`config.mk`:
```
export PLATFORM = sky130hd
export DESIGN_NAME = flic_top
export DESIGN_NICKNAME = d
export VERILOG_FILES = /design/src/hdl/flic_pkg.sv /design/src/hdl/flic_top.sv
export SDC_FILE = /design/constraint.sdc
export NUM_CORES = 1
export LEC_CHECK = 0
export BUFFER_PORTS_ARGS = -buffer_cell sky130_fd_sc_hd__buf_2
export CAP_MARGIN = 20
export CORE_AREA = 2 2 154 156
export DETAILED_ROUTE_END_ITERATION = 10
export DIE_AREA = 0 0 156 158
export HOLD_SLACK_MARGIN = 0.08
export MAX_ROUTING_LAYER = met4
export PLACE_DENSITY = 0.6
export SYNTH_ARGS = -nofsm -noshare
export SYNTH_HDL_FRONTEND = slang
export SYNTH_SLANG_ARGS = --single-unit
```
`constraint.sdc`:
```
create_clock -name i_clk -period 35 [get_ports i_clk]
set_input_delay 1.75 -clock i_clk [delete_from_list [all_inputs] [get_ports i_clk]]
set_output_delay 1.75 -clock i_clk [all_outputs]
set_load 0.01 [all_outputs]
```
`src/hdl/flic_pkg.sv`:
```
// Constants, field layout and carrier types of the four-level interrupt controller.
// Assumes a single 100 MHz system clock shared with the CPU core.
package flic_pkg;

	localparam int          NUM_SRC   = 24;
	localparam int          NUM_EXT   = 4;
	localparam int          CLK_MHZ   = 100;

	// Register indices; byte address is four times the index
	localparam logic [7:0]  IDX_TIMER_AND_EXT_INT_CONTROL  = 8'h88;
	localparam logic [7:0]  IDX_AUX0  = 8'ha1;
	localparam logic [7:0]  IDX_EXTENDED_ENABLE_TWO  = 8'ha5;
	localparam logic [7:0]  IDX_EP2L  = 8'ha6;
	localparam logic [7:0]  IDX_EP2H  = 8'ha7;
	localparam logic [7:0]  IDX_MIE   = 8'ha8;
	localparam logic [7:0]  IDX_EXTENDED_ENABLE_ONE  = 8'had;
	localparam logic [7:0]  IDX_EP1L  = 8'hae;
	localparam logic [7:0]  IDX_EP1H  = 8'haf;
	localparam logic [7:0]  IDX_P0H   = 8'hb7;
	localparam logic [7:0]  IDX_P0L   = 8'hb8;
	localparam logic [7:0]  IDX_XCON  = 8'hc0;

	// Reset values
	localparam logic [7:0]  RST_REG   = 8'h00;

	// Main enable fields
	localparam int          MIE_GLOBAL = 7;
	localparam int          MIE_RSVD   = 6;

	// Timer and external 0/1 control fields
	localparam int          TC_TYPE0  = 0;
	localparam int          TC_FLAG0  = 1;
	localparam int          TC_TYPE1  = 2;
	localparam int          TC_FLAG1  = 3;
	localparam int          TC_RUN0   = 4;
	localparam int          TC_TF0    = 5;
	localparam int          TC_RUN1   = 6;
	localparam int          TC_TF1    = 7;

	// Auxiliary control fields
	localparam int          AX_POL0   = 0;
	localparam int          AX_POL1   = 1;

	// External 2/3 control fields
	localparam int          XC_TYPE2  = 0;
	localparam int          XC_FLAG2  = 1;
	localparam int          XC_EN2    = 2;
	localparam int          XC_POL2   = 3;
	localparam int          XC_TYPE3  = 4;
	localparam int          XC_FLAG3  = 5;
	localparam int          XC_EN3    = 6;
	localparam int          XC_POL3   = 7;

	// Source positions (zero based) with hardware-owned flags
	localparam int          SRC_EXT0  = 0;
	localparam int          SRC_TMR0  = 1;
	localparam int          SRC_EXT1  = 2;
	localparam int          SRC_TMR1  = 3;
	localparam int          SRC_EXT2  = 6;
	localparam int          SRC_EXT3  = 7;

	// Vector of source n is base plus n times step
	localparam logic [15:0] VEC_BASE  = 16'h0003;
	localparam logic [15:0] VEC_STEP  = 16'h0008;

	typedef struct packed {
		logic [4:0]  src;
		logic [1:0]  level;
		logic [15:0] vector;
	} flic_call_s;

endpackage

```
`src/hdl/flic_top.sv`:
```
// Four-level interrupt controller: enables, priority ranking, polling and vector call.
// Assumes the CPU sequencer flags the final cycle of each instruction and RETI, and
// that peripheral request levels are synchronous to i_clk.
//
// Chosen here: the Avalon-MM interface to the registers.
`timescale 1ns/1ps
`default_nettype none

module flic_top (
	input  wire logic                 i_clk,
	input  wire logic                 i_rst,
	// Avalon-MM slave
	input  wire logic [9:0]           i_avs_address,
	input  wire logic                 i_avs_read,
	input  wire logic                 i_avs_write,
	input  wire logic [31:0]          i_avs_writedata,
	input  wire logic [3:0]           i_avs_byteenable,
	output logic                      o_avs_waitrequest,
	output logic [31:0]               o_avs_readdata,
	// Sources and pins
	input  wire logic [3:0]           i_ext_irq_pin,
	input  wire logic [1:0]           i_timer_ovf,
	input  wire logic [17:0]          i_periph_req,
	// CPU sequencer
	input  wire logic                 i_instr_last,
	input  wire logic                 i_instr_reti,
	input  wire logic                 i_sleep,
	output logic                      o_call,
	output flic_pkg::flic_call_s      o_call_info,
	output logic                      o_wake,
	output logic [3:0]                o_level_active,
	output logic [1:0]                o_timer_run,
	output logic [5:0]                o_aux_misc
);
	import flic_pkg::*;

	////////////////////////////////////////////////////////////////////////////////////
	// State

	logic [7:0]          timer_and_ext_int_control_q,    timer_and_ext_int_control_d;
	logic [7:0]          aux0_q,    aux0_d;
	logic [7:0]          mie_q,     mie_d;
	logic [7:0]          xcon_q,    xcon_d;
	logic [7:0]          extended_enable_one_q,    extended_enable_one_d;
	logic [7:0]          extended_enable_two_q,    extended_enable_two_d;
	logic [7:0]          p0l_q,     p0l_d;
	logic [7:0]          p0h_q,     p0h_d;
	logic [7:0]          p1l_q,     p1l_d;
	logic [7:0]          p1h_q,     p1h_d;
	logic [7:0]          p2l_q,     p2l_d;
	logic [7:0]          p2h_q,     p2h_d;
	logic [3:0]          asrt_q,    asrt_d;
	logic [23:0]         samp_q,    samp_d;
	logic [3:0]          active_q,  active_d;
	logic                hold_q,    hold_d;
	logic                call_q,    call_d;
	flic_call_s          info_q,    info_d;
	logic                wake_q,    wake_d;
	logic                wait_q,    wait_d;
	logic [31:0]         rdata_q,   rdata_d;

	////////////////////////////////////////////////////////////////////////////////////
	// Bus decode

	logic [7:0]          bus_idx;
	logic                wr_fire;
	logic                prot_wr;
	logic [7:0]          wdat;

	assign bus_idx = i_avs_address[9:2];
	assign wdat    = i_avs_writedata[7:0];
	// Write lands only at the edge where waitrequest is seen low
	assign wr_fire = i_avs_write & ~wait_q & i_avs_byteenable[0];

	always_comb begin
		unique case (bus_idx)
			IDX_MIE, IDX_P0L, IDX_P0H, IDX_EXTENDED_ENABLE_ONE, IDX_EP1L,
			IDX_EP1H, IDX_EXTENDED_ENABLE_TWO, IDX_EP2L, IDX_EP2H, IDX_XCON: prot_wr = wr_fire;
			default: prot_wr = 1'b0;
		endcase
	end

	////////////////////////////////////////////////////////////////////////////////////
	// External inputs

	logic [3:0]          pol;
	logic [3:0]          typ;
	logic [3:0]          asrt;
	logic [3:0]          hit;

	assign pol = {xcon_q[XC_POL3], xcon_q[XC_POL2], aux0_q[AX_POL1], aux0_q[AX_POL0]};
	assign typ = {xcon_q[XC_TYPE3], xcon_q[XC_TYPE2], timer_and_ext_int_control_q[TC_TYPE1], timer_and_ext_int_control_q[TC_TYPE0]};

	genvar gx;
	generate
		for (gx = 0; gx < NUM_EXT; gx++) begin : g_ext
			assign asrt[gx] = ~(i_ext_irq_pin[gx] ^ pol[gx]);
			assign hit[gx]  = typ[gx] ? (asrt[gx] & ~asrt_q[gx]) : asrt[gx];
		end
	endgenerate

	////////////////////////////////////////////////////////////////////////////////////
	// Request, enable and priority vectors

	logic [23:0]         req;
	logic [23:0]         en;
	logic [23:0]         pr_hi;
	logic [23:0]         pr_lo;

	assign req = {i_periph_req[17:2], xcon_q[XC_FLAG3], xcon_q[XC_FLAG2],
	              i_periph_req[1:0], timer_and_ext_int_control_q[TC_TF1], timer_and_ext_int_control_q[TC_FLAG1],
	              timer_and_ext_int_control_q[TC_TF0], timer_and_ext_int_control_q[TC_FLAG0]};
	assign en  = {extended_enable_two_q, extended_enable_one_q, xcon_q[XC_EN3], xcon_q[XC_EN2], mie_q[5:0]};
	assign pr_hi = {p2h_q, p1h_q, p0h_q};
	assign pr_lo = {p2l_q, p1l_q, p0l_q};

	////////////////////////////////////////////////////////////////////////////////////
	// Arbitration

	logic [23:0]         cand;
	logic                found;
	logic [4:0]          win;
	logic [1:0]          win_lvl;
	logic [3:0]          ge_mask;
	logic                take;
	logic [23:0]         clr_src;

	// Polls last cycle's samples, gated by the current enables
	assign cand = samp_q & en & {NUM_SRC{mie_q[MIE_GLOBAL]}};

	always_comb begin
		found   = 1'b0;
		win     = 5'h00;
		win_lvl = 2'h0;
		// Descending scan so the lowest source number wins a tie
		for (int i = NUM_SRC - 1; i >= 0; i--) begin
			if (cand[i] && (!found || {pr_hi[i], pr_lo[i]} >= win_lvl)) begin
				found   = 1'b1;
				win     = 5'(i);
				win_lvl = {pr_hi[i], pr_lo[i]};
			end
		end
	end

	always_comb begin
		unique case (win_lvl)
			2'h0: ge_mask = 4'hf;
			2'h1: ge_mask = 4'he;
			2'h2: ge_mask = 4'hc;
			2'h3: ge_mask = 4'h8;
		endcase
	end

	assign take = found
	            & ~|(active_q & ge_mask)
	            & i_instr_last
	            & ~hold_q & ~prot_wr & ~i_instr_reti;

	assign clr_src = take ? (24'h000001 << win) : 24'h000000;

	////////////////////////////////////////////////////////////////////////////////////
	// Register next state

	always_comb begin
		timer_and_ext_int_control_d = timer_and_ext_int_control_q;
		aux0_d = aux0_q;
		mie_d  = mie_q;
		xcon_d = xcon_q;
		extended_enable_one_d = extended_enable_one_q;
		extended_enable_two_d = extended_enable_two_q;
		p0l_d  = p0l_q;
		p0h_d  = p0h_q;
		p1l_d  = p1l_q;
		p1h_d  = p1h_q;
		p2l_d  = p2l_q;
		p2h_d  = p2h_q;
		if (wr_fire) begin
			unique case (bus_idx)
				IDX_TIMER_AND_EXT_INT_CONTROL: timer_and_ext_int_control_d = wdat;
				IDX_AUX0: aux0_d = wdat;
				IDX_MIE:  mie_d  = wdat & ~(8'h01 << MIE_RSVD);
				IDX_XCON: xcon_d = wdat;
				IDX_EXTENDED_ENABLE_ONE: extended_enable_one_d = wdat;
				IDX_EXTENDED_ENABLE_TWO: extended_enable_two_d = wdat;
				IDX_P0L:  p0l_d  = wdat;
				IDX_P0H:  p0h_d  = wdat;
				IDX_EP1L: p1l_d  = wdat;
				IDX_EP1H: p1h_d  = wdat;
				IDX_EP2L: p2l_d  = wdat;
				IDX_EP2H: p2h_d  = wdat;
				default: ;
			endcase
		end
		// Service start clears timer flags and edge-mode external flags
		if (clr_src[SRC_TMR0]) timer_and_ext_int_control_d[TC_TF0] = 1'b0;
		if (clr_src[SRC_TMR1]) timer_and_ext_int_control_d[TC_TF1] = 1'b0;
		if (clr_src[SRC_EXT0] && typ[0]) timer_and_ext_int_control_d[TC_FLAG0] = 1'b0;
		if (clr_src[SRC_EXT1] && typ[1]) timer_and_ext_int_control_d[TC_FLAG1] = 1'b0;
		if (clr_src[SRC_EXT2] && typ[2]) xcon_d[XC_FLAG2] = 1'b0;
		if (clr_src[SRC_EXT3] && typ[3]) xcon_d[XC_FLAG3] = 1'b0;
		// Hardware set last so a same-cycle clear never loses an event
		if (i_timer_ovf[0]) timer_and_ext_int_control_d[TC_TF0] = 1'b1;
		if (i_timer_ovf[1]) timer_and_ext_int_control_d[TC_TF1] = 1'b1;
		if (typ[0]) timer_and_ext_int_control_d[TC_FLAG0] = timer_and_ext_int_control_d[TC_FLAG0] | hit[0];
		else        timer_and_ext_int_control_d[TC_FLAG0] = asrt[0];
		if (typ[1]) timer_and_ext_int_control_d[TC_FLAG1] = timer_and_ext_int_control_d[TC_FLAG1] | hit[1];
		else        timer_and_ext_int_control_d[TC_FLAG1] = asrt[1];
		if (typ[2]) xcon_d[XC_FLAG2] = xcon_d[XC_FLAG2] | hit[2];
		else        xcon_d[XC_FLAG2] = asrt[2];
		if (typ[3]) xcon_d[XC_FLAG3] = xcon_d[XC_FLAG3] | hit[3];
		else        xcon_d[XC_FLAG3] = asrt[3];
	end

	always_ff @(posedge i_clk) begin
		if (i_rst) begin
			timer_and_ext_int_control_q <= RST_REG;
			aux0_q <= RST_REG;
			mie_q  <= RST_REG;
			xcon_q <= RST_REG;
			extended_enable_one_q <= RST_REG;
			extended_enable_two_q <= RST_REG;
			p0l_q  <= RST_REG;
			p0h_q  <= RST_REG;
			p1l_q  <= RST_REG;
			p1h_q  <= RST_REG;
			p2l_q  <= RST_REG;
			p2h_q  <= RST_REG;
		end else begin
			timer_and_ext_int_control_q <= timer_and_ext_int_control_d;
			aux0_q <= aux0_d;
			mie_q  <= mie_d;
			xcon_q <= xcon_d;
			extended_enable_one_q <= extended_enable_one_d;
			extended_enable_two_q <= extended_enable_two_d;
			p0l_q  <= p0l_d;
			p0h_q  <= p0h_d;
			p1l_q  <= p1l_d;
			p1h_q  <= p1h_d;
			p2l_q  <= p2l_d;
			p2h_q  <= p2h_d;
		end
	end

	////////////////////////////////////////////////////////////////////////////////////
	// Sequencing: samples, service levels, hold-off, call and wake

	logic [3:0]          top_bit;

	// Highest level in service, cleared by RETI
	assign top_bit = active_q[3] ? 4'h8 : active_q[2] ? 4'h4 : active_q[1] ? 4'h2 :
	                 active_q[0] ? 4'h1 : 4'h0;

	always_comb begin
		asrt_d   = asrt;
		samp_d   = req;
		active_d = active_q;
		if (i_instr_last && i_instr_reti) begin
			active_d = active_q & ~top_bit;
		end
		if (take) begin
			active_d = active_d | (4'h1 << win_lvl);
		end
		// Cleared once the current instruction completes
		hold_d = (hold_q | prot_wr) & ~i_instr_last;
		if (i_instr_reti && !i_instr_last) begin
			hold_d = hold_q | prot_wr;
		end
		call_d        = take;
		info_d        = info_q;
		if (take) begin
			info_d.src    = win;
			info_d.level  = win_lvl;
			info_d.vector = 16'(VEC_BASE + VEC_STEP * {11'h000, win});
		end
		// Sleep wake from ext 2/3 only when enabled
		wake_d = i_sleep & ((hit[2] & xcon_q[XC_EN2]) | (hit[3] & xcon_q[XC_EN3]));
	end

	always_ff @(posedge i_clk) begin
		if (i_rst) begin
			asrt_q   <= 4'h0;
			samp_q   <= 24'h000000;
			active_q <= 4'h0;
			hold_q   <= 1'b0;
			call_q   <= 1'b0;
			info_q   <= '0;
			wake_q   <= 1'b0;
		end else begin
			asrt_q   <= asrt_d;
			samp_q   <= samp_d;
			active_q <= active_d;
			hold_q   <= hold_d;
			call_q   <= call_d;
			info_q   <= info_d;
			wake_q   <= wake_d;
		end
	end

	////////////////////////////////////////////////////////////////////////////////////
	// Avalon answer: one wait cycle, read data loaded while waiting

	always_comb begin
		wait_d  = 1'b1;
		rdata_d = rdata_q;
		if ((i_avs_read || i_avs_write) && wait_q) begin
			wait_d  = 1'b0;
			rdata_d = 32'h00000000;
			unique case (bus_idx)
				IDX_TIMER_AND_EXT_INT_CONTROL: rdata_d[7:0] = timer_and_ext_int_control_q;
				IDX_AUX0: rdata_d[7:0] = aux0_q;
				IDX_MIE:  rdata_d[7:0] = mie_q & ~(8'h01 << MIE_RSVD);
				IDX_XCON: rdata_d[7:0] = xcon_q;
				IDX_EXTENDED_ENABLE_ONE: rdata_d[7:0] = extended_enable_one_q;
				IDX_EXTENDED_ENABLE_TWO: rdata_d[7:0] = extended_enable_two_q;
				IDX_P0L:  rdata_d[7:0] = p0l_q;
				IDX_P0H:  rdata_d[7:0] = p0h_q;
				IDX_EP1L: rdata_d[7:0] = p1l_q;
				IDX_EP1H: rdata_d[7:0] = p1h_q;
				IDX_EP2L: rdata_d[7:0] = p2l_q;
				IDX_EP2H: rdata_d[7:0] = p2h_q;
				default:  rdata_d = 32'h00000000;
			endcase
		end
	end

	always_ff @(posedge i_clk) begin
		if (i_rst) begin
			wait_q  <= 1'b1;
			rdata_q <= 32'h00000000;
		end else begin
			wait_q  <= wait_d;
			rdata_q <= rdata_d;
		end
	end

	assign o_avs_waitrequest = wait_q;
	assign o_avs_readdata    = rdata_q;
	assign o_call            = call_q;
	assign o_call_info       = info_q;
	assign o_wake            = wake_q;
	assign o_level_active    = active_q;
	assign o_timer_run       = {timer_and_ext_int_control_q[TC_RUN1], timer_and_ext_int_control_q[TC_RUN0]};
	assign o_aux_misc        = aux0_q[7:2];

endmodule

`default_nettype wire

```
# == Word-level counts from Yosys, hierarchy flattened ==
# Index checks and enable logic that the tools add are counted.
# totals
input_bits,77
out_inout_bits,70
regBits,162
word_cells,316
# op_classes
n_reduce_logical,100
bitwise_logic,44
n_addsub,1
shift,2
muxes,104
magnitude_cmp,23
n_eq_ne,15
# op_table
cell,n
$mux 5,24
$eq 8x8->1 const B,12
$pmux 8 s12,1
$mux 2,25
$and 24x24->24,2
$ge 2x2->1,23
$mux 1,44
$logic_and 1x1->1,30
$reduce_and 2->1,14
$logic_not 1->1,25
$logic_or 1x1->1,24
$mux 8,3
$pmux 4 s4,1
$and 1x1->1,15
$not 1->1,13
$mux 4,3
$mux 6,2
$reduce_bool 3->1,4
$reduce_or 10->1,1
$add 2x8->9 const A,1
$and 4x4->4,2
$shl 1x5->8 const A,1
$or 1x1->1,6
$eq 2x2->1 const B,2
other kinds (8),11

# == Logic depth before layout (Yosys ltp) ==
# Gate-level depths: netlist (run 1).
# logic_depth
depth_word,110
ltp_mapped,159
ltp_nobuf,153

# == Least setup slack after synthesis (run 1) ==
# Ideal clock, no wire load.
# synth_path
kind,reg-to-reg
from,register mie_q[7]
to,"register info_q, in the netlist o_call_info[21]"
path_stages_with_launch,156
path_slack_ns,4.169
arrival_ns,30.708
setup_time_ns,0.123
n_path_buf,7
t_required_ns,34.877
path_cell_list,dfxtp_1 > clkbuf_1 > clkbuf_1 > clkbuf_1 > clkbuf_1 > nand4_1 > ha_1 > or3b_2 > a21oi_1 > a2bb2oi_1 > nor2_1 > ha_1 > nand2b_1 > a211oi_1 > o31a_1 > o21a_1 > inv_1 > ha_1 > [120 not listed] > nand2b_1 > a21oi_1 > a21o_1 > clkbuf_1 > nand3_1 > a221oi_4 > nor3_1 > ha_1 > nand2b_1 > a21oi_1 > a21boi_0 > and2_1 > nand2_1 > a21oi_1 > o21ai_1 > a21boi_1 > buf_6 > mux2_1
# synth_via
elab_chain_len,104
# synth_rtl
element,line_no,text
from (decl),flic_top.sv:42,"logic [7:0] mie_q, mie_d;"
from (signal assigned),flic_top.sv:231,mie_q <= mie_d;
$and 24x24->24 (*),flic_top.sv:129,assign cand = samp_q & en & {NUM_SRC{mie_q[MIE_GLOBAL]}};
$mux 2 or $mux 1 (tied branches),flic_top.sv:137,"if (cand[i] && (!found || {pr_hi[i], pr_lo[i]} >= win_lvl)) begin"
$ge 2x2->1 or $logic_not 1->1 (tied branches),flic_top.sv:137,
$logic_or 1x1->1,flic_top.sv:137,
$logic_and 1x1->1,flic_top.sv:137,
$mux 2 or $mux 1 (tied branches),flic_top.sv:137,
$ge 2x2->1 or $logic_not 1->1 (tied branches),flic_top.sv:137,
$logic_or 1x1->1,flic_top.sv:137,
[86 not listed],n/a,
"$eq 2x2->1, or another cell as far along",flic_top.sv:146,unique case (win_lvl)
$pmux 4 s4,flic_top.sv:146,
$and 4x4->4,flic_top.sv:155,& ~|(active_q & ge_mask)
$reduce_or 4->1,flic_top.sv:155,
$logic_not 1->1,flic_top.sv:155,
$and 1x1->1,flic_top.sv:155,
$and 1x1->1,flic_top.sv:156,& i_instr_last
$and 1x1->1 (3 in a row),flic_top.sv:157,& ~hold_q & ~prot_wr & ~i_instr_reti;
to (signal assigned),flic_top.sv:294,info_q <= info_d;
to (decl),flic_top.sv:57,"flic_call_s info_q, info_d;"
# Mark *: on every way between the ends. The rest lies on a longest branch, timed or not. The select of a mux whose other input is x is not followed.
# A chain may end at the register's enable or synchronous reset.

# == Worst setup path in the final report (run 1) ==
# Ends and elaborated chain as after synthesis.

==> run_results.csv, run 1 <==
group,metric,value,unit
setup_path,crit_cells,153,
floorplan,rows,56,
synth,synth_xor_area_frac,0.00388,
finish,fill_cells,2317,
timing,tns,0,ps
timing,period_minus_slack,32810,ps
finish,stdcell_area,10100,µm²
setup_path,crit_path_frequent_cell,"ha_1",
synth,synthMuxAreaShare,0.0815,
power,p_per_area,36.5,nW/µm²
synth,syn_inst,1128,
timing,slew_viol_final,0,
power,p_leak,3.91,nW
power,max-vdd-ir-drop,35.0,µV
power,p_total,0.000370,W
finish,largest_register_ff_count,24,
cts,worstSkewPairLatency,440,ps
cts,htreeDepth,4,
global_route,busiest_layer,"met2",
synth,yosysSeqAreaShare,0.326,
finish,syn2layout_area_growth,12.4,%
setup_path,cp-startpoint,"mie_q[7]$_SDFFE_PP0P_",
global_route,grt_max_degree,92,
synth,synth-simple-area-share,0.261,
synth,ys_dominant_reg_cell,"dfxtp_1",
flow_run,cap_viol_max_count,0,
cts,clk_pin_slew,70,ps
global_route,grt_pass1_vias,7616,
route,vias,8570,
finish,regMostFlops,"samp_q",
cts,numCtsBuffers,17,
setup_path,critPathKind,"reg2reg",
timing,tightestPinTransition,1070,ps
synth,netlist_area,9020,µm²
setup_path,r2r_cells,153,
synth,synth-compound-area-share,0.200,
route,vias_per_cell,5.79,
global_route,grt_usage,0.237,
cts,tritoncts,"yes",
route,drc,0,
route,drt_iter0_drc,977,
global_route,use_met3,0.0391,
synth,avgSynthCellArea,8.00,µm²
synth,synth.distinct_cells,89,
timing,timing.final.crit_share,0.937,
setup_path,end_kind,"flop",
timing,setup_viol,0,
route,drtAntennaViolNets,0,
setup_path,critical_path.top_delay_family,"compound AO/OA/AOI/OAI gates",
synth,async_reset_ff_frac,0,
finish,layout-drive-gt1-share,0.158,
placed_design,dp_hpwl,21200,µm
route,first_pass_iters,8,
placed_design,gp_congestion,0.901,
finish,multi_input_area,5550,µm²
floorplan,die_w,156,µm
global_route,overflow,0,
finish,final_core_util,0.440,
synth,synth_top_family_by_area,"simple AND/OR/NAND/NOR gates",
synth,yosysWarnings,0,
route,drt_wl_total,29000,µm
synth,synth_edf_count,0,
finish,nets,1285,
run_status,outcome,"finished, final reports clean",
cts,clockRootBuffer,"clkbuf_16",
timing,fmax,0.0305,GHz
setup_path,r2r_start,"mie_q[7]$_SDFFE_PP0P_",
global_route,use_met1,0.314,
route,wl_per_cell,19.6,µm
floorplan,fp.dieH,158,µm
setup_path,worstPathArrival,33130,ps
global_route,grt_pass1_wl,43700,µm
setup_path,cp_max_fo,11,
setup_path,critPathMaxStageDelay,650,ps
min_path,hp-class,"reg2reg",
min_path,holdPathStages,2,
setup_path,startpoint_type,"flop",
synth,synth.ff_latch_count,147,
timing,hold_viol_final,0,
cts,cts_buffer_depth,2,
finish,layoutNonFillerInstCount,1481,
placed_design,io_buffers,84,
min_path,worstHoldStart,"o_call_info[1]$_SDFFE_PP0N_",
timing,clock_skew,15.8,ps
cts,clock_sinks,147,
global_route,antenna_found_initial,1,
placed_design,place_area,9450,µm²
setup_path,path_buf_inv,8,
floorplan,io_pins,147,
setup_path,worstPathRequired,35320,ps
synth,synth_fa_ha_area_frac,0.0463,
timing,relSlewSlack,0.284,
floorplan,die-area,24600,µm²
setup_path,critPathSlowestCell,"or4b_2",
placed_design,dp.cells,1443,
floorplan,start_util,0.391,
floorplan,coreArea,23100,µm²
finish,regArea,2940,µm²
global_route,grtUsageMet2,0.370,
==> logic make-up after synthesis <==
family,count (synthesis)
AOI/OAI and AO/OA,263
DFF,147
muxes,71
and+or+nand+nor,466
adders and majority gates,34
xor gates and xnor gates,4
buffers and inverters,142
other,1
==> power breakdown <==
part / internal [W] / total [W] / switching (W)
clock: 0.000102 / 0.000183 / 0.0000813
sequential: 0.000169 / 0.000171 / 0.00000154
combinational: 0.00000457 / 0.0000161 / 0.0000116
==> what timing repair did <==
action                     in CTS  in global routing
hold buffers                    0                  0
buffers inserted                0                  4
setup endpoints to repair       0                 19
hold endpoints to repair        0                  0
gates resized for setup         0                 17
==> worst register-to-register path: cells and delay by family (launching register included) <==
family | cells | cell delay, ps
and+or+nand+nor | 50 | 7930
muxes | 11 | 3840
adders and majority gates | 26 | 7030
AOI/OAI and AO/OA | 58 | 12140
DFF | 1 | 440
buffers and inverters | 8 | 1290
==> metrics by stage <==
stage	hold WS [ps]	setup slack, ps
3_5_place_dp	454	679
6_report	465	2190
2_1_floorplan	444	4170
4_1_cts	467	525
3_3_place_gp	445	1050
5_1_grt	490	-3.95
==> synthesized netlist by cell type, types with 21 or more instances <==
| library cell | count | area [µm²] |
|---|---|---|
| nand2b_1 | 28 | 175 |
| nand3_1 | 77 | 385 |
| inv_1 | 38 | 143 |
| mux2i_1 | 57 | 571 |
| nor2_1 | 92 | 345 |
| a21oi_1 | 89 | 445 |
| clkbuf_1 | 49 | 184 |
| nor2b_1 | 33 | 206 |
| dfxtp_1 | 147 | 2940 |
| ha_1 | 31 | 388 |
| nand2_1 | 126 | 473 |
| o21ai_0 | 29 | 145 |
| buf_4 | 49 | 368 |
| a31oi_1 | 21 | 131 |
==> cell usage in the layout (no fill, tap or decap), drive strengths merged, types with 13 or more instances in the layout <==
| cell | count |
|---|---|
| mux2 | 14 |
| inv | 44 |
| o21ai | 34 |
| buf | 101 |
| and2 | 14 |
| a21boi | 13 |
| clkbuf | 18 |
| conb | 33 |
| nand2 | 126 |
| a21oi | 91 |
| nand2b | 28 |
| nor2b | 33 |
| ha | 31 |
| dfxtp | 147 |
| nand4 | 13 |
| a222oi | 17 |
| mux2i | 57 |
| nand3 | 77 |
| nor2 | 92 |
| a31oi | 21 |
| and3 | 17 |
| nor3 | 19 |
==> cell type report <==
cell class	count	share of cell area
flip-flops and latches	147	0.290
repair buffers	101	0.0547
inverters	39	0.0148
diodes	1	0.000247
well taps	290	0.0358
clock buffers	18	0.0433
clock inverters	14	0.0139
multi-input cells	871	0.547
==> per-layer routing <==
metal	up-vias	share of wire
met1	4071	0.44
met5	-	0
met2	327	0.46
met4	0	0.024
li1	4118	-
met3	54	0.071
==> worst paths after layout <==
| check | slack, ps | to |
|---|---|---|
| worst max-delay path | 2190 | o_call_info[21]$_SDFFE_PP0N_ |
| worst min-delay path | 470 | o_call_info[1]$_SDFFE_PP0N_ |
| worst min register to register | 470 | o_call_info[1]$_SDFFE_PP0N_ |
| worst max register to register | 2190 | o_call_info[21]$_SDFFE_PP0N_ |
Power figures use the tool's default switching activity.
==> inputs of run 2 (changes only) <==
==> constraint.sdc (replaced) <==
create_clock -name i_clk -period 39.2 [get_ports i_clk]
set_input_delay 5.88 -clock i_clk [delete_from_list [all_inputs] [get_ports i_clk]]
set_output_delay 5.88 -clock i_clk [all_outputs]
set_load 0.01 [all_outputs]
==> run 2 against run 1 <==
Against the previous run:
- core utilization down 0.52 points
- sequential power is 11% lower
- combinational power decreased by 9%
- worst hold slack got worse by 1.2 ps
- maximum frequency decreased by 6.5%
- total power down 11%
- critical path depth decreased by 6
- via count decreased by 0.30%
- clock power down 10%
- die area unchanged
- design area is 1.2% lower
==> run_results.csv, run 2 (synthesis results as in run 1) <==
group,metric,value,unit
cts,clk_pin_slew,70,ps
setup_path,cp-startpoint,"mie_q[7]$_SDFFE_PP0P_",
timing,period_minus_slack,35090,ps
global_route,antenna_found_initial,0,
setup_path,worstPathArrival,35410,ps
timing,clock_skew,17.5,ps
global_route,grt_pass1_vias,7731,
setup_path,worstPathRequired,39520,ps
cts,worstSkewPairLatency,440,ps
setup_path,cp_max_fo,11,
global_route,grt_max_degree,82,
setup_path,crit_path_frequent_cell,"ha_1",
floorplan,io_pins,147,
setup_path,critPathMaxStageDelay,640,ps
floorplan,rows,56,
timing,tightestPinTransition,1030,ps
finish,largest_register_ff_count,24,
min_path,holdPathStages,2,
setup_path,end_kind,"flop",
flow_run,cap_viol_max_count,0,
finish,layout-drive-gt1-share,0.144,
power,p_per_area,33.0,nW/µm²
route,wl_per_cell,19.8,µm
placed_design,dp_hpwl,21200,µm
min_path,worstHoldStart,"o_call_info[1]$_SDFFE_PP0N_",
finish,final_cell_mix,"147 x dfxtp_1, 126 x nand2_1, 92 x nor2_1, 89 x a21oi_1, 83 x buf_2",
cts,htreeDepth,4,
route,vias_per_cell,5.80,
power,p_leak,3.88,nW
finish,fill_cells,2359,
min_path,hp-class,"reg2reg",
timing,grt_setup_unrepaired,"false",
placed_design,io_buffers,84,
route,drc,0,
floorplan,start_util,0.391,
finish,syn2layout_area_growth,11.1,%
setup_path,r2r_cells,147,
setup_path,r2r_start,"mie_q[7]$_SDFFE_PP0P_",
cts,cts_setup_buffers,0,
cts,clock_sinks,147,
route,drt_iter0_drc,975,
floorplan,fp.dieH,158,µm
global_route,overflow,0,
global_route,grt_pass1_wl,44500,µm
cts,cts_buffer_depth,2,
power,p_total,0.000331,W
power,max-vdd-ir-drop,20.8,µV
placed_design,gp_congestion,0.925,
route,vias,8544,
floorplan,die_w,156,µm
finish,regMostFlops,"samp_q",
route,drtAntennaViolNets,0,
cts,tritoncts,"yes",
finish,final_common_cell,"dfxtp_1",
cts,numCtsBuffers,17,
route,first_pass_iters,8,
timing,fmax,0.0285,GHz
cts,clockRootBuffer,"clkbuf_16",
timing,relSlewSlack,0.313,
run_status,outcome,"finished, final reports clean",
finish,num_antenna_cells,0,
global_route,grt_usage,0.243,
timing,hold_viol_final,0,
setup_path,startpoint_type,"flop",
setup_path,critPathSlowestCell,"or4b_2",
cts,cts_hold_buffers,0,
setup_path,critPathKind,"reg2reg",
timing,tns,0,ps
timing,timing.final.crit_share,0.895,
timing,slew_viol_final,0,
route,drt_wl_total,29100,µm
cts,cts_resized,0,
timing,setup_viol,0,
floorplan,coreArea,23100,µm²
floorplan,die-area,24600,µm²
finish,nets,1278,
run 2: cell count changes in the layout (fill, tap and decap cells not counted), sizes merged:
cell	previous run	this run
clkinv	4	5
inv	44	45
diode	1	0
clkinvlp	4	2
buf	101	94
run 2: metal layers:
metal	GRT usage	wire [µm]
met1	0.321	12900
met2	0.379	13400
met3	0.0438	2070
met4	0.0743	650
met5	-	0
run 2: worst max-delay path, delay by kind of cell (launching register included):
kind / cells / cell delay (ps)
multiplexers: 11 / 4100
flip-flops: 1 / 410
buffers and inverters: 4 / 700
adder cells (fa/ha/maj): 26 / 7080
AO/OA/AOI/OAI: 58 / 14450
AND/OR/NAND/NOR: 48 / 8220
run 2: metrics by stage:
step                std cells  instance area (µm²)  worst slack (ps)  hold WS (ps)  utilization
finish                   1473                10000              4110           464        0.435
global route             1473                10000              1390           492        0.435
CTS                      1473                10000              4570           466        0.435
detailed placement       1441                 9440              4730           449        0.409
global placement         1441                 9440              4970           446        0.409
floorplan                1160                 9140              8370           444            -
run 2: cell type report:
class | count | area (µm²) | area share
well taps | 290 | 363 | 0.0362
inverters | 39 | 146 | 0.0146
clock buffers | 18 | 439 | 0.0438
clock inverters | 14 | 144 | 0.0144
flip-flops and latches | 147 | 2940 | 0.294
multi-input cells | 871 | 5490 | 0.548
repair buffers | 94 | 498 | 0.0497
run 2: path summary, 6_finish.rpt:
path | endpoint | slack [ps]
max | o_call_info[21]$_SDFFE_PP0N_ | 4110
min | o_call_info[1]$_SDFFE_PP0N_ | 460
max reg2reg | o_call_info[21]$_SDFFE_PP0N_ | 4110
min reg2reg | o_call_info[1]$_SDFFE_PP0N_ | 460
run 2: power by group:
part / switching [W] / internal (W) / total (W)
clock: 0.0000725 / 0.0000913 / 0.000164
sequential: 0.00000142 / 0.000151 / 0.000153
combinational: 0.0000105 / 0.00000407 / 0.0000146
total: 0.0000844 / 0.000247 / 0.000331
==> inputs of run 3 (changes only) <==
- CORE_AREA: 2 2 154 156 -> 2 2 141 170
- CTS_CLUSTER_SIZE: not set -> 40
- DIE_AREA: 0 0 156 158 -> 0 0 143 172
==> run 3 against run 2 <==
Against the previous run:
- worst hold slack worse by 8.4 ps
- maximum frequency is 0.90% higher
- design area up 0.22%
- core utilization rose by 0.25 points
- via count shrank 0.19%
==> run_results.csv, run 3 (synthesis results as in run 1) <==
group,metric,value,unit
run_status,outcome,"finished, final reports clean",
setup_path,critPathMaxStageDelay,650,ps
setup_path,rr_endpoint,"o_call_info[21]$_SDFFE_PP0N_",
cts,numCtsBuffers,17,
finish,num_antenna_cells,0,
placed_design,place_area,9470,µm²
timing,hold_viol_final,0,
timing,period_minus_slack,34780,ps
global_route,use_met3,0.0321,
cts,clk_pin_slew,70,ps
setup_path,crit_path_frequent_cell,"ha_1",
timing,timing.hold.ws,455,ps
global_route,grtUsageMet2,0.385,
route,drt_iter0_drc,866,
setup_path,cp-startpoint,"mie_q[7]$_SDFFE_PP0P_",
setup_path,r2r_cells,150,
finish,final_common_cell,"dfxtp_1",
setup_path,r2r_setup_slack,4420,ps
cts,worstSkewPairLatency,440,ps
floorplan,fp.dieH,172,µm
finish,final_cell_mix,"147 x dfxtp_1, 126 x nand2_1, 92 x nor2_1, 89 x a21oi_1, 83 x buf_2",
power,p_per_area,32.7,nW/µm²
setup_path,critPathCapture,"o_call_info[21]$_SDFFE_PP0N_",
timing,slew_viol_final,0,
cts,cts_setup_buffers,0,
global_route,grt_pass1_wl,43600,µm
flow_run,cap_viol_max_count,0,
setup_path,worstPathArrival,35100,ps
global_route,grt_usage,0.238,
power,p_leak,3.88,nW
placed_design,gp_congestion,0.939,
floorplan,io_pins,147,
setup_path,worstPathRequired,39520,ps
timing,fmax,0.0288,GHz
setup_path,startpoint_type,"flop",
global_route,use_met1,0.298,
floorplan,coreArea,23000,µm²
finish,largest_register_ff_count,24,
finish,stdcell_area,10000,µm²
route,vias,8528,
global_route,overflow,0,
timing,timing.final.crit_share,0.887,
floorplan,rows,61,
route,drc,0,
setup_path,critPathSlowestCell,"or4b_2",
timing,setup_viol,0,
finish,syn2layout_area_growth,11.3,%
min_path,hp-class,"reg2reg",
cts,cts_buffer_depth,2,
cts,htreeDepth,4,
finish,regMostFlops,"samp_q",
floorplan,start_util,0.393,
placed_design,io_buffers,84,
route,drt_wl_total,28800,µm
floorplan,die-area,24600,µm²
placed_design,dp_hpwl,20700,µm
global_route,busiest_layer,"met2",
finish,nets,1278,
global_route,antenna_found_initial,0,
route,vias_per_cell,5.69,
setup_path,path_buf_inv,4,
cts,cts_resized,0,
setup_path,critical_path.top_delay_family,"compound AO/OA/AOI/OAI gates",
global_route,grt_max_degree,87,
route,wl_per_cell,19.2,µm
setup_path,r2r_start,"mie_q[7]$_SDFFE_PP0P_",
power,max-vdd-ir-drop,28.6,µV
cts,tritoncts,"yes",
setup_path,cp_max_fo,11,
timing,tns,0,ps
timing,tightestPinTransition,985,ps
timing,grt_setup_unrepaired,"false",
finish,fill_cells,2324,
route,first_pass_iters,6,
setup_path,end_kind,"flop",
setup_path,critPathKind,"reg2reg",
cts,clock_sinks,147,
timing,clock_skew,13.5,ps
cts,clockRootBuffer,"clkbuf_16",
floorplan,die_w,143,µm
setup_path,crit_cells,150,
route,drtAntennaViolNets,0,
cts,cts_hold_buffers,0,
finish,layout-drive-gt1-share,0.144,
timing,relSlewSlack,0.338,
global_route,grt_pass1_vias,7684,
run 3: cell types whose count changed in the layout (fill, tap and decap cells not counted):
cell / change
clkbuf_8: -1
clkinv_2: -1
bufinv_16: -1
clkinvlp_4: -1
clkinv_4: -2
inv_8: +2
clkinv_8: +1
inv_6: +3
run 3: tightest hold or removal path, stage by stage, from the launching register on:
cell	delay (ps)
dfxtp_1	320
inv_1	50
a21oi_1	50
run 3: report_power, final:
part / internal, W / leakage (nW) / total (W) / switching [W]
clock: 0.0000851 / 0.284 / 0.000161 / 0.0000762
sequential: 0.000151 / 1.19 / 0.000153 / 0.00000145
combinational: 0.00000407 / 2.40 / 0.0000144 / 0.0000104
total: 0.000240 / 3.88 / 0.000328 / 0.0000880
run 3: cell type report:
cell class	count	area (µm²)	share of cell area
repair buffers	94	498	0.0496
multi-input cells	871	5490	0.546
well taps	315	394	0.0392
clock buffers	17	425	0.0424
flip-flops and latches	147	2940	0.293
inverters	39	146	0.0146
clock inverters	15	149	0.0148
run 3: how the worst min path moves through the flow:
stage / start / endpoint / cells after the start
after detailed placement: o_call_info[16]$_SDFFE_PP0N_ / o_call_info[16]$_SDFFE_PP0N_ / 2
after global routing: o_call_info[16]$_SDFFE_PP0N_ / o_call_info[16]$_SDFFE_PP0N_ / 2
after floorplan: mie_q[0]$_SDFFE_PP0P_ / mie_q[0]$_SDFFE_PP0P_ / 2
after CTS: o_call_info[16]$_SDFFE_PP0N_ / o_call_info[16]$_SDFFE_PP0N_ / 2
after global placement: o_call_info[16]$_SDFFE_PP0N_ / o_call_info[16]$_SDFFE_PP0N_ / 2
final: o_call_info[1]$_SDFFE_PP0N_ / o_call_info[1]$_SDFFE_PP0N_ / 2
run 3: per-layer routing:
| layer | share of wire | vias to the layer above | wire length, µm |
|---|---|---|---|
| met5 | 0 | - | 0 |
| met4 | 0.039 | 0 | 1130 |
| met3 | 0.062 | 59 | 1790 |
| met2 | 0.47 | 364 | 13500 |
| met1 | 0.43 | 4018 | 12300 |
| li1 | - | 4087 | - |
run 3: metrics by stage:
step                worst slack (ps)  power [W]   util  cells
floorplan                       8370   0.000166      -   1160
global placement                5260   0.000170  0.412   1466
detailed placement              4890   0.000170  0.412   1466
finish                          4420   0.000328  0.437   1498
global route                    1710   0.000339  0.437   1498
CTS                             4740   0.000330  0.437   1498
